`src/rtl/mask_override_pkg.sv`:
```
// Constants and carrier types for the mask-override and table-base registers
package mask_override_pkg;
  // Coprocessor register selectors (crn, op1, crm, op2)
  localparam logic [3:0] SEL_MO_CRN = 4'h1;
  localparam logic [3:0] SEL_MO_CRM = 4'h1;
  localparam logic [2:0] SEL_MO_OP2 = 3'h3;
  localparam logic [3:0] SEL_TB_CRN = 4'h2;
  localparam logic [3:0] SEL_TB_CRM = 4'h0;
  localparam logic [2:0] SEL_TB_OP2 = 3'h0;
  localparam logic [2:0] SEL_OP1 = 3'h0;
  // Mask-override fields
  localparam int ABORT_OVR_BIT = 8;
  localparam int IRQ_OVR_BIT = 7;
  localparam int FIQ_OVR_BIT = 6;
  localparam logic [31:0] MO_WRITE_MASK = 32'h0000_01c0;
  localparam logic [31:0] MO_RESET = 32'h0000_0000;
  // Table-base fields
  localparam int TB_ADDR_LO = 7;
  localparam int TB_ADDR_TOP = 14;
  localparam int TB_INNER_LO_BIT = 6;
  localparam int TB_OUTER_LO = 3;
  localparam int TB_SHARE_BIT = 1;
  localparam int TB_INNER_HI_BIT = 0;
  // Bits 31:7, 6, 4:3, 1, 0 stored; 5 and 2 dropped
  localparam logic [31:0] TB_WRITE_MASK = 32'hffff_ffdb;
  localparam logic [31:0] TB_RESET = 32'h0000_0000;
  localparam int SPLIT_MAX = 7;
  // Walk cacheability encodings
  localparam logic [1:0] ATTR_NC = 2'h0;
  localparam logic [1:0] ATTR_WBWA = 2'h1;
  localparam logic [1:0] ATTR_WT = 2'h2;
  localparam logic [1:0] ATTR_WBNA = 2'h3;
  // Processor mode code for user mode
  localparam logic [4:0] MODE_USER = 5'h10;

  typedef struct packed {
    logic valid;
    logic write;
    logic [2:0] op1;
    logic [3:0] crn;
    logic [3:0] crm;
    logic [2:0] op2;
    logic [31:0] wdata;
  } cp_req_t;

  typedef struct packed {
    logic valid;
    logic undef;
    logic [31:0] rdata;
  } cp_resp_t;

  typedef struct packed {
    logic ext_abort_routing;
    logic irq_routing;
    logic fiq_routing;
    logic abort_mask;
    logic irq_mask;
    logic fiq_mask;
  } route_mask_t;

  typedef struct packed {
    logic [31:0] base;
    logic [1:0] outer_walk_attr;
    logic [1:0] inner_walk_attr;
    logic inner_lookup;
    logic shared;
  } walk_cfg_t;
endpackage

```
`src/rtl/mask_override_and_table_base0.sv`:
```
// Mask-override and banked table-base-0 coprocessor registers
`timescale 1ns/1ps
`default_nettype none

// Functional notes
// Mask override reachable only Secure privileged
// Non-secure abort override beats abort mask
// Abort override ignored Secure or routing clear
// Non-secure IRQ override beats IRQ mask
// IRQ override ignored Secure or routing clear
// Non-secure FIQ override beats FIQ mask
// FIQ override ignored Secure or routing clear
// Banked Secure and Non-secure table base
// Secure write while disabled raises Undefined
// Write stores address bits 31 to 7
// Read returns full stored address bits
// Walk uses bits 31 to 14-split
// Outer attribute field encodes outer cacheability
// Inner attribute from bits 0 and 6
// Only write-back walks look up cache
// Shareability bit picks shared walk target
// Bit 2 ignored, software writes zero
// Illegal mask-override access raises Undefined
module mask_override_and_table_base0
  import mask_override_pkg::*;
(
  input wire logic clk_sys,
  input wire logic rst,
  input wire mask_override_pkg::cp_req_t req,
  output mask_override_pkg::cp_resp_t resp,
  input wire logic nonsecure,
  input wire logic [4:0] cpu_mode,
  input wire logic secure_write_disable,
  input wire logic [2:0] split_n,
  input wire mask_override_pkg::route_mask_t route_mask,
  input wire logic abort_pending,
  input wire logic irq_pending,
  input wire logic fiq_pending,
  output logic take_abort,
  output logic take_irq,
  output logic take_fiq,
  output mask_override_pkg::walk_cfg_t walk_cfg
);
  import mask_override_pkg::*;

  ////////////////////////////////////////////////////////////////////////////
  // Decode
  logic [31:0] mask_override;
  logic [31:0] tb_secure;
  logic [31:0] tb_nonsecure;
  logic sync_disable_a;
  logic sync_disable;

  wire privileged = (cpu_mode != MODE_USER);
  wire hit_mo = req.valid && req.op1 == SEL_OP1 && req.crn == SEL_MO_CRN &&
                req.crm == SEL_MO_CRM && req.op2 == SEL_MO_OP2;
  wire hit_tb = req.valid && req.op1 == SEL_OP1 && req.crn == SEL_TB_CRN &&
                req.crm == SEL_TB_CRM && req.op2 == SEL_TB_OP2;
  wire mo_legal = privileged && !nonsecure;
  wire mo_undef = hit_mo && !mo_legal;
  wire tb_wr_blocked = req.write && !nonsecure && sync_disable;
  wire tb_undef = hit_tb && (!privileged || tb_wr_blocked);
  wire unmapped = req.valid && !hit_mo && !hit_tb;
  wire any_undef = mo_undef || tb_undef || unmapped;
  wire wr_mo = hit_mo && req.write && !mo_undef;
  wire wr_tb = hit_tb && req.write && !tb_undef;
  wire [31:0] tb_current = nonsecure ? tb_nonsecure : tb_secure;
  wire [31:0] next_mo = req.wdata & MO_WRITE_MASK;
  wire [31:0] next_tb = req.wdata & TB_WRITE_MASK;
  wire [31:0] rd_value = hit_mo ? mask_override : tb_current;

  ////////////////////////////////////////////////////////////////////////////
  // Disable pin is asynchronous to the core, so it is synchronised
  always_ff @(posedge clk_sys) begin
    if (rst) begin
      sync_disable_a <= 1'b0;
      sync_disable <= 1'b0;
    end else begin
      sync_disable_a <= secure_write_disable;
      sync_disable <= sync_disable_a;
    end
  end

  ////////////////////////////////////////////////////////////////////////////
  // Registers
  always_ff @(posedge clk_sys) begin
    if (rst) begin
      mask_override <= MO_RESET;
    end else if (wr_mo) begin
      mask_override <= next_mo;
    end
  end

  always_ff @(posedge clk_sys) begin
    if (rst) begin
      tb_secure <= TB_RESET;
      tb_nonsecure <= TB_RESET;
    end else if (wr_tb) begin
      if (nonsecure) begin
        tb_nonsecure <= next_tb;
      end else begin
        tb_secure <= next_tb;
      end
    end
  end

  always_ff @(posedge clk_sys) begin
    if (rst) begin
      resp <= '0;
    end else begin
      resp.valid <= req.valid;
      resp.undef <= any_undef;
      resp.rdata <= (req.valid && !req.write && !any_undef) ? rd_value
                                                             : 32'h0000_0000;
    end
  end

  ////////////////////////////////////////////////////////////////////////////
  // Exception gating
  // Channel order in the vectors: abort, then IRQ, then FIQ
  wire [2:0] ovr_bits = mask_override[ABORT_OVR_BIT:FIQ_OVR_BIT];
  wire [2:0] routing = {route_mask.ext_abort_routing, route_mask.irq_routing,
                        route_mask.fiq_routing};
  wire [2:0] masked = {route_mask.abort_mask, route_mask.irq_mask,
                       route_mask.fiq_mask};
  wire [2:0] pending = {abort_pending, irq_pending, fiq_pending};
  wire [2:0] force_take;
  wire [2:0] next_take;
  logic [2:0] take;

  // Secure state or clear routing leaves the status-register mask in charge
  for (genvar g = 0; g < 3; g++) begin : gen_gate
    assign force_take[g] = nonsecure && routing[g] && ovr_bits[g];
    assign next_take[g] = pending[g] &&
                          (!masked[g] || force_take[g]);
  end

  always_ff @(posedge clk_sys) begin
    if (rst) begin
      take <= 3'h0;
    end else begin
      take <= next_take;
    end
  end

  assign take_abort = take[2];
  assign take_irq = take[1];
  assign take_fiq = take[0];

  ////////////////////////////////////////////////////////////////////////////
  // Walk configuration from the copy of the current state
  logic [31:0] walk_mask;
  always_comb begin
    walk_mask = 32'hffff_ffff << (TB_ADDR_TOP - int'(split_n));
  end
  wire [1:0] inner = {tb_current[TB_INNER_HI_BIT],
                      tb_current[TB_INNER_LO_BIT]};
  // Write-through walks bypass the cache like non-cacheable ones
  wire inner_wb = (inner == ATTR_WBWA) || (inner == ATTR_WBNA);

  always_ff @(posedge clk_sys) begin
    if (rst) begin
      walk_cfg <= '0;
    end else begin
      walk_cfg.base <= tb_current & walk_mask;
      walk_cfg.outer_walk_attr <= tb_current[TB_OUTER_LO +: 2];
      walk_cfg.inner_walk_attr <= inner;
      walk_cfg.inner_lookup <= inner_wb;
      walk_cfg.shared <= tb_current[TB_SHARE_BIT];
    end
  end
endmodule

`default_nettype wire

```
`config.mk`:
```
export PLATFORM = sky130hd
export DESIGN_NAME = mask_override_and_table_base0
export DESIGN_NICKNAME = d
export VERILOG_FILES = /design/src/rtl/mask_override_pkg.sv /design/src/rtl/mask_override_and_table_base0.sv
export SDC_FILE = /design/constraint.sdc
export NUM_CORES = 1
export LEC_CHECK = 0
export ABC_AREA = 1
export BUFFER_PORTS_ARGS = -buffer_cell sky130_fd_sc_hd__buf_2
export CAP_MARGIN = 20
export CORE_UTILIZATION = 52
export DETAILED_ROUTE_END_ITERATION = 12
export PLACE_DENSITY = 0.85
export SYNTH_ARGS = -nofsm -noshare
export SYNTH_HDL_FRONTEND = slang
export SYNTH_SLANG_ARGS = --single-unit
```
`constraint.sdc`:
```
create_clock -name clk_sys -period 1.4 [get_ports clk_sys]
set_clock_uncertainty 0.05 [all_clocks]
set_input_delay 0.07 -clock clk_sys [delete_from_list [all_inputs] [get_ports clk_sys]]
set_output_delay 0.07 -clock clk_sys [all_outputs]
set_load 0.01 [all_outputs]
```
Yosys cells after proc, flatten, opt, wreduce, memory -nomap -nowiden
Index checks and enable logic that the tools add are counted.
{"block": "word_totals", "wordCells": 84, "regBits": 140, "memories": 0, "rom_bits": 0, "latch_bits": 0, "output_inout_bits": 75, "ramBits": 0}
{"block": "classes", "n_lt_le_gt_ge": 0, "n_bitwise": 3, "multipliers": 0, "n_addsub": 1, "n_eq_ne": 7, "muxes": 2, "n_shift": 1, "div_mod_pow": 0, "n_reduce_logical": 55}
{"operator": "bitwise AND 32 bit", "count": 1}
{"operator": "two-way mux 32 bit", "count": 1}
{"operator": "left shift 32 x 32 -> 32 bit (first input constant)", "count": 1}
{"operator": "logical AND 1 bit", "count": 29}
{"operator": "logical NOT 1 bit", "count": 12}
{"operator": "two-way mux 9 bit", "count": 1}
{"operator": "equality test 4 x 1 -> 1 bit (second input constant)", "count": 2}
{"operator": "logical OR 1 bit", "count": 7}
{"operator": "logical NOT 3 bit", "count": 2}
{"operator": "inequality test 5 bit (second input constant)", "count": 1}
{"operator": "subtractor 4 x 3 -> 5 bit (first input constant)", "count": 1}
{"operator": "equality test 4 x 2 -> 1 bit (second input constant)", "count": 1}
{"operator": "logical NOT 4 bit", "count": 1}
{"operator": "AND reduction 2 bit", "count": 2}
{"operator": "equality test 3 x 2 -> 1 bit (second input constant)", "count": 1}
{"operator": "OR reduction 3 bit", "count": 1}
{"operator": "equality test 2 x 1 -> 1 bit (second input constant)", "count": 1}
{"operator": "equality test 2 bit (second input constant)", "count": 1}
{"operator": "inverter 1 bit", "count": 2}
{"operator": "OR reduction 2 bit", "count": 1}

Longest topological paths before layout
Gate-level depths: netlist (run 1).
{"block": "depth", "ltp_word": 13, "depth_mapped": 11}

Least setup slack after synthesis (run 1)
No wires, ideal clock.
{"block": "synth_timing", "path_type": "input -> register", "start": "input port req[38] (netlist name)", "end": "register tb_secure[0]", "cell_stages": 10, "arrival_time_ns": 1.092, "slack_ns": 0.143, "path_buffers": 2, "required_ns": 1.235, "path_cell_list": "nor2_1 -> nand2_1 -> nor2_8 -> nand2_2 -> nor2_4 -> buf_8 -> buf_6 -> nand3_1 -> nand2_1 -> nor2_1"}
{"block": "synth_between", "elab_chain_len": 7}
{"element": "start: declaration", "line_no": "mask_override_and_table_base0.sv:29", "rtl": "input wire mask_override_pkg::cp_req_t req,"}
{"element": "logical NOT 4 bit *", "line_no": "mask_override_and_table_base0.sv:58", "rtl": "req.crm == SEL_TB_CRM && req.op2 == SEL_TB_OP2;"}
{"element": "logical AND 1 bit *", "line_no": "mask_override_and_table_base0.sv:57", "rtl": "wire hit_tb = req.valid && req.op1 == SEL_OP1 && req.crn == SEL_TB_CRN &&"}
{"element": "logical AND 1 bit *", "line_no": "mask_override_and_table_base0.sv:58"}
{"element": "logical AND 1 bit", "line_no": "mask_override_and_table_base0.sv:62", "rtl": "wire tb_undef = hit_tb && (!privileged || tb_wr_blocked);"}
{"element": "logical NOT 1 bit", "line_no": "mask_override_and_table_base0.sv:66", "rtl": "wire wr_tb = hit_tb && req.write && !tb_undef;"}
{"element": "logical AND 1 bit *", "line_no": "mask_override_and_table_base0.sv:66"}
{"element": "AND reduction 2 bit (no source line) *"}
{"element": "end signal: assignment", "line_no": "mask_override_and_table_base0.sv:102", "rtl": "tb_secure <= next_tb;"}
{"element": "end: declaration", "line_no": "mask_override_and_table_base0.sv:49", "rtl": "logic [31:0] tb_secure;"}
Mark *: on every way between the ends. The rest lies on a longest branch, timed or not.
A chain may end at the register's enable or synchronous reset.

Worst setup path in the final report (run 1)
{"block": "layout_timing", "start": "register sync_disable", "end": "register tb_nonsecure[1]"}
{"block": "layout_between", "elab_chain_len": 6}
{"element": "start: declaration", "line_no": "mask_override_and_table_base0.sv:52", "rtl": "logic sync_disable;"}
{"element": "start signal: assignment", "line_no": "mask_override_and_table_base0.sv:80", "rtl": "sync_disable <= sync_disable_a;"}
{"element": "logical AND 1 bit", "line_no": "mask_override_and_table_base0.sv:61", "rtl": "wire tb_wr_blocked = req.write && !nonsecure && sync_disable;"}
{"element": "logical OR 1 bit", "line_no": "mask_override_and_table_base0.sv:62"}
{"element": "logical AND 1 bit", "line_no": "mask_override_and_table_base0.sv:62"}
{"element": "logical NOT 1 bit", "line_no": "mask_override_and_table_base0.sv:66"}
{"element": "logical AND 1 bit", "line_no": "mask_override_and_table_base0.sv:66"}
{"element": "AND reduction 2 bit (no source line)"}
{"element": "end signal: assignment", "line_no": "mask_override_and_table_base0.sv:100", "rtl": "tb_nonsecure <= next_tb;"}
{"element": "end: declaration", "line_no": "mask_override_and_table_base0.sv:50", "rtl": "logic [31:0] tb_nonsecure;"}
Every way passes these cells.

==> results.ini, run 1 <==
[run_status]
status = finished, violations left
violations = negative setup slack

[yosys]
syn_area_um2 = 5290
seq_area_frac_synth = 0.511
ys_types = 31
syn_area_per_cell_um2 = 8.05
syn_inst = 657
yosys_warnings = 0
ys_seq_elements = 135

[place]
io_buffers = 137
place.gp.congestion = 0.864
pre_cts_ws_ns = -0.303
place_hpwl_um = 8320

[die]
die_h_um = 103
fp.dieW_um = 103
rows = 36
start_util = 0.538
io_pins = 144
die_area_um2 = 10600
coreArea_um2 = 9820

[drt]
wirelength_um = 15500
routedWlPerCell_um = 15.5
first_pass_iters = 5
vias_per_cell = 5.25
ant_nets = 0
drt_iter0_markers = 317
drc = 0
dr_total_vias = 5244

[grt]
gr-usage-met3 = 0.0705
gr-max-usage-layer = met2
grt_pass1_vias = 5036
met2_usage = 0.500
grt_util_all_layers = 0.284
antenna_found_initial = 0
met1_usage = 0.311
grt-ovfl-total = 0
grt_start_max_net_pins = 95
grt_pass1_wl_um = 22800

[finish]
area_growth_pct = 41.9
n_fill_cell = 692
nets = 927
seqCellArea_um2 = 2700
antennaDiodeCount = 0
multi_input_area_um2 = 2220
drive_gt1_frac = 0.278

[clock_tree]
insertion_delay_ns = 0.52
cts_made_buffers = 17
path_clk_slew_ns = 0.06
cts_num_sinks = 135
cts_tree = done
clock-root-buffer = clkbuf_8
h-tree-depth = 4
clock_path_buffers = 2

[worst_setup_path]
endpoint_kind = flop
arrival_ns = 1.77
path_class = reg -> reg
cp.required_ns = 1.76
cp_max_fo = 30
start_kind = flop

[sta]
period_share = 1.00
rsz0062_at_grt = true
setup_viol = 1
timing.fmax_mhz = 711
whs_ns = 0.0281
drv_slew = 0
slew_headroom = 0.612
tns_ns = -0.00642
layout_setup_ws_ns = -0.00642
period_needed_ns = 1.41
tightest_slew_ns = 0.580
hold_violations = 0

[power_and_ir_drop]
power_uw = 8650
p_per_area_nw_per_um2 = 1150
internal_power_uw = 6730
switching_power_uw = 1920
p_clk_frac = 0.483
seq_power_share = 0.446
p_leak_uw = 0.00358
p_comb_frac = 0.071
ir_drop_uv = 807
swShare = 0.222

[hold_path]
hold_class = in -> reg

[job]
maxCapViolations = 0

## stage by stage
step                area, µm²  cells  utilization
finish                   7500    999        0.764
global route             7500    999        0.764
CTS                      7230    991        0.736
detailed placement       6060    903        0.617
global placement         6060    903        0.617
floorplan                5300    660            -
## worst max-delay path, stage by stage (launching register included)
cell and delay, ns:
dfxtp_2 0.32, nand3_2 0.07, nand3_2 0.11, nor2_4 0.14, buf_12 0.15, buf_16 0.18
nand3_1 0.10, nand2_1 0.11, nor2_1 0.05
## final cells by class
type                       count  area share
multi-input combinational    429       0.296
clock inverter                 9      0.0135
timing repair buffer         223       0.223
sequential                   135       0.360
inverter                      48      0.0240
clock buffer                  22      0.0604
tap                          133      0.0222
## repair_timing
item	in CTS	in global routing
hold buffers	48	0
hold endpoints to repair	105	0
endpoints found under the setup margin	87	87
cloned	3	7
resized for setup	7	24
pin swaps	3	35
setup buffers	6	1
## final timing paths
kind,from,to,slack [ns],cells after the start
setup / recovery,sync_disable,tb_nonsecure[1],-0.006,8
hold / removal,split_n[1],walk_cfg[12],0.03,4
hold reg to reg,sync_disable_a,sync_disable,0.36,2
setup reg to reg,sync_disable,tb_nonsecure[1],-0.006,8
## layout by cell type, fill, tap and decap left out, types with 2 or more instances in the layout
cell / n
clkbuf_8: 3
inv_2: 4
conb_1: 4
dfxtp_1: 134
clkinv_2: 5
dlygate4sd3_1: 48
nor3_1: 3
buf_4: 22
clkbuf_16: 21
buf_16: 3
nor4_1: 2
nor2_2: 2
a21oi_2: 12
bufinv_16: 2
clkbuf_1: 3
a211oi_1: 2
o21a_1: 2
nor2_1: 137
mux2i_1: 27
inv_1: 44
o21ai_0: 3
a21oi_1: 51
nand2_2: 2
or2_2: 3
nand2_1: 89
ha_1: 2
buf_2: 136
nand3_1: 70
buf_12: 4
nand3_2: 4
nor3b_1: 3
nand4_4: 2
buf_6: 4
## metal layers
metal,up-vias,routed length (µm)
li1,2494,-
met1,2434,6040
met2,269,7770
met3,47,1170
met4,0,486
met5,-,0
## Yosys cell counts
library cell | n | area (µm²)
nor3_1 | 3 | 15.0
nand2_1 | 89 | 334
a21oi_1 | 64 | 320
nand2_2 | 2 | 12.5
buf_6 | 12 | 135
buf_8 | 1 | 15.0
buf_4 | 5 | 37.5
or2_2 | 3 | 18.8
inv_2 | 3 | 11.3
nand3_1 | 73 | 365
a211oi_1 | 3 | 22.5
nand3_2 | 1 | 10.0
nor2_2 | 2 | 12.5
nor2_1 | 137 | 514
nor2_8 | 1 | 20.0
nor3b_1 | 3 | 22.5
o211ai_1 | 1 | 7.51
ha_1 | 4 | 50.1
buf_1 | 9 | 33.8
inv_1 | 45 | 169
nor4_1 | 3 | 18.8
nand4_4 | 1 | 21.3
nor2_4 | 1 | 11.3
nand2_4 | 1 | 11.3
o21ai_0 | 3 | 15.0
conb_1 | 1 | 3.75
mux2i_1 | 27 | 270
o21a_1 | 2 | 15.0
buf_2 | 7 | 35.0
dfxtp_1 | 135 | 2700
clkbuf_1 | 15 | 56.3
## state kept, by name, indices dropped and copies added, names as in the netlist
register and cells:
walk_cfg 35, resp 32, tb_nonsecure 30, tb_secure 30, mask_override 3, take 3, sync_disable 1, sync_disable_a 1
## power groups by stage
stage	sequential [µW]	clock (µW)	combinational, µW
after floorplan	3950	0	277
after global placement	3940	0	446
after detailed placement	3940	0	464
after CTS	3860	4210	583
after global routing	3860	4380	673
final	3860	4180	616
## cell families (layout without fill, tap and decap cells)
logic type	after synthesis	in the layout	share of synthesized area
AND/OR/NAND/NOR	320	321	0.262
AO/OA/AOI/OAI	73	73	0.0719
other	1	4	0.000709
buffers and inverters	97	302	0.0932
flip-flops	135	135	0.511
multiplexers	27	27	0.0511
adder cells (fa/ha/maj)	4	4	0.00947
Note: power is estimated with default switching activity, not from simulation.
==> inputs of run 2 (changes only) <==
--- a/config.mk
+++ b/config.mk
@@ -6,7 +6,7 @@
 export NUM_CORES = 1
 export LEC_CHECK = 0
 export ABC_AREA = 1
-export BUFFER_PORTS_ARGS = -buffer_cell sky130_fd_sc_hd__buf_2
+export BUFFER_PORTS_ARGS = -buffer_cell sky130_fd_sc_hd__buf_4
 export CAP_MARGIN = 20
 export CORE_UTILIZATION = 52
 export DETAILED_ROUTE_END_ITERATION = 12
==> run 2 against run 1 <==
The flow still finishes with violations (negative setup slack); sequential power about the same; final cell count fell by 0.30%; setup slack worse by 0.016 ns; wire length decreased by 2.0%; clock-buffer cell count shrank 1; non-clock buffer count fell by 3; register-to-register slack got worse by 0.02 ns; first-iteration DRC count fell by 27%; largest cell class unchanged.
==> results.ini, run 2 (same netlist as run 1, synthesis figures left out) <==
[run_status]
status = finished, violations left
violations = negative setup slack

[worst_setup_path]
cp_max_fo = 16
path_class = reg -> reg
reg2reg_depth = 8
cp.required_ns = 1.76
arrival_ns = 1.78
start_kind = flop
endpoint_kind = flop

[clock_tree]
path_clk_slew_ns = 0.06
clock_path_buffers = 2
h-tree-depth = 4
insertion_delay_ns = 0.53
cts_made_buffers = 17
clock-root-buffer = clkbuf_8
cts_num_sinks = 135
cts_tree = done

[grt]
grt_pass1_vias = 4954
grt_start_max_net_pins = 95
grt_pass1_wl_um = 22600
antenna_found_initial = 0
grt-ovfl-total = 0
grt_util_all_layers = 0.283

[sta]
layout_setup_ws_ns = -0.0223
setup_viol = 2
period_needed_ns = 1.42
rsz0062_at_grt = true
hold_violations = 0
tightest_slew_ns = 0.501
slew_headroom = 0.666
period_share = 1.02
timing.fmax_mhz = 703
drv_slew = 0
tns_ns = -0.0349

[power_and_ir_drop]
internal_power_uw = 7390
p_clk_frac = 0.518
seq_power_share = 0.412
ir_drop_uv = 735
switching_power_uw = 1990
swShare = 0.212
p_comb_frac = 0.070
p_leak_uw = 0.00362
p_per_area_nw_per_um2 = 1200

[place]
io_buffers = 137
place_area_um2 = 6390
place_hpwl_um = 8390
place_inst = 901
pre_cts_ws_ns = -0.172
place.gp.congestion = 0.833

[drt]
wirelength_um = 15200
routedWlPerCell_um = 15.2
vias_per_cell = 5.19
ant_nets = 0
first_pass_iters = 5
drc = 0
dr_total_vias = 5171
drt_iter0_markers = 232

[finish]
n_fill_cell = 593
area_growth_pct = 48.0
antennaDiodeCount = 0
layoutNonFillerInstCount = 996
largest_reg_flops = 35
final_area_um2 = 7830
final_cell_mix = buf_4, nor2_1, dfxtp_1
drive_gt1_frac = 0.262
nets = 923
fin_util = 0.797
final_common_cell = buf_4
largest_registers = walk_cfg: 35 flops, resp: 32 flops
top_register = walk_cfg

[die]
die_area_um2 = 10600
start_util = 0.538
coreArea_um2 = 9820
io_pins = 144
fp.dieW_um = 103
rows = 36
die_h_um = 103

[job]
maxCapViolations = 0

[hold_path]
hold_class = in -> reg
hold-path-cell-count = 3

==> run 2: changes by cell type in the layout (fill, tap and decap cells not counted), sizes merged <==
cell         before  now
buf             170  164
bufinv            2    5
clkbuf           27   23
clkinv            6    3
clkinvlp          1    3
dlygate4sd3      48   54
nand4             2    1
==> run 2: worst paths after layout <==
| path | start | to | slack [ns] |
|---|---|---|---|
| min | rst | walk_cfg[33] | 0.04 |
| min reg2reg | tb_secure[21] | tb_secure[21] | 0.43 |
| max reg2reg | sync_disable | tb_nonsecure[1] | -0.02 |
| max | sync_disable | tb_nonsecure[1] | -0.02 |
==> run 2: per-layer routing <==
| layer | track usage | up-vias | wire length (µm) |
|---|---|---|---|
| met5 | 0 | - | 0 |
| met4 | 0.138 | 0 | 426 |
| met3 | 0.0807 | 42 | 1060 |
| met2 | 0.513 | 225 | 7880 |
| met1 | 0.302 | 2418 | 5800 |
| li1 | - | 2486 | - |
==> run 2: repair_timing <==
item,in CTS,in global routing
hold buffers,54,0
endpoints found under the setup margin,16,61
pin swaps,1,1
setup buffers,2,2
hold endpoints to repair,91,0
resized for setup,8,12
cloned,3,2
==> run 2: cell type report <==
class / instances / area [µm²] / share of cell area
Inverter: 48 / 180 / 0.0230
Clock buffer: 21 / 459 / 0.0587
Clock inverter: 11 / 195 / 0.0249
Tap cell: 133 / 166 / 0.0213
Sequential cell: 135 / 2700 / 0.345
Multi-Input combinational cell: 428 / 2170 / 0.277
Timing Repair Buffer: 220 / 1950 / 0.249
==> run 2: critical path, stage by stage (launching register included) <==
cell       delay (ns)
dfxtp_2          0.32
nand3_2          0.08
nand3_2          0.10
nor2_4           0.21
buf_6            0.16
clkbuf_16        0.18
nand3_1          0.08
nand2_1          0.08
nor2_1           0.05
==> run 2: per-stage QoR <==
step,total power [µW],hold WS (ns)
2_1_floorplan,4220,0.112
3_3_place_gp,4440,0.197
3_5_place_dp,4460,0.202
4_1_cts,9390,0.00317
5_1_grt,9640,0.0304
6_report,9380,0.0424
==> run 2: power groups by stage <==
stage,Sequential [µW],Clock (µW),Combinational [µW]
3_5_place_dp,3940,0,520
6_report,3860,4860,657
4_1_cts,3860,4900,632
5_1_grt,3860,5070,711
2_1_floorplan,3950,0,277
3_3_place_gp,3940,0,503
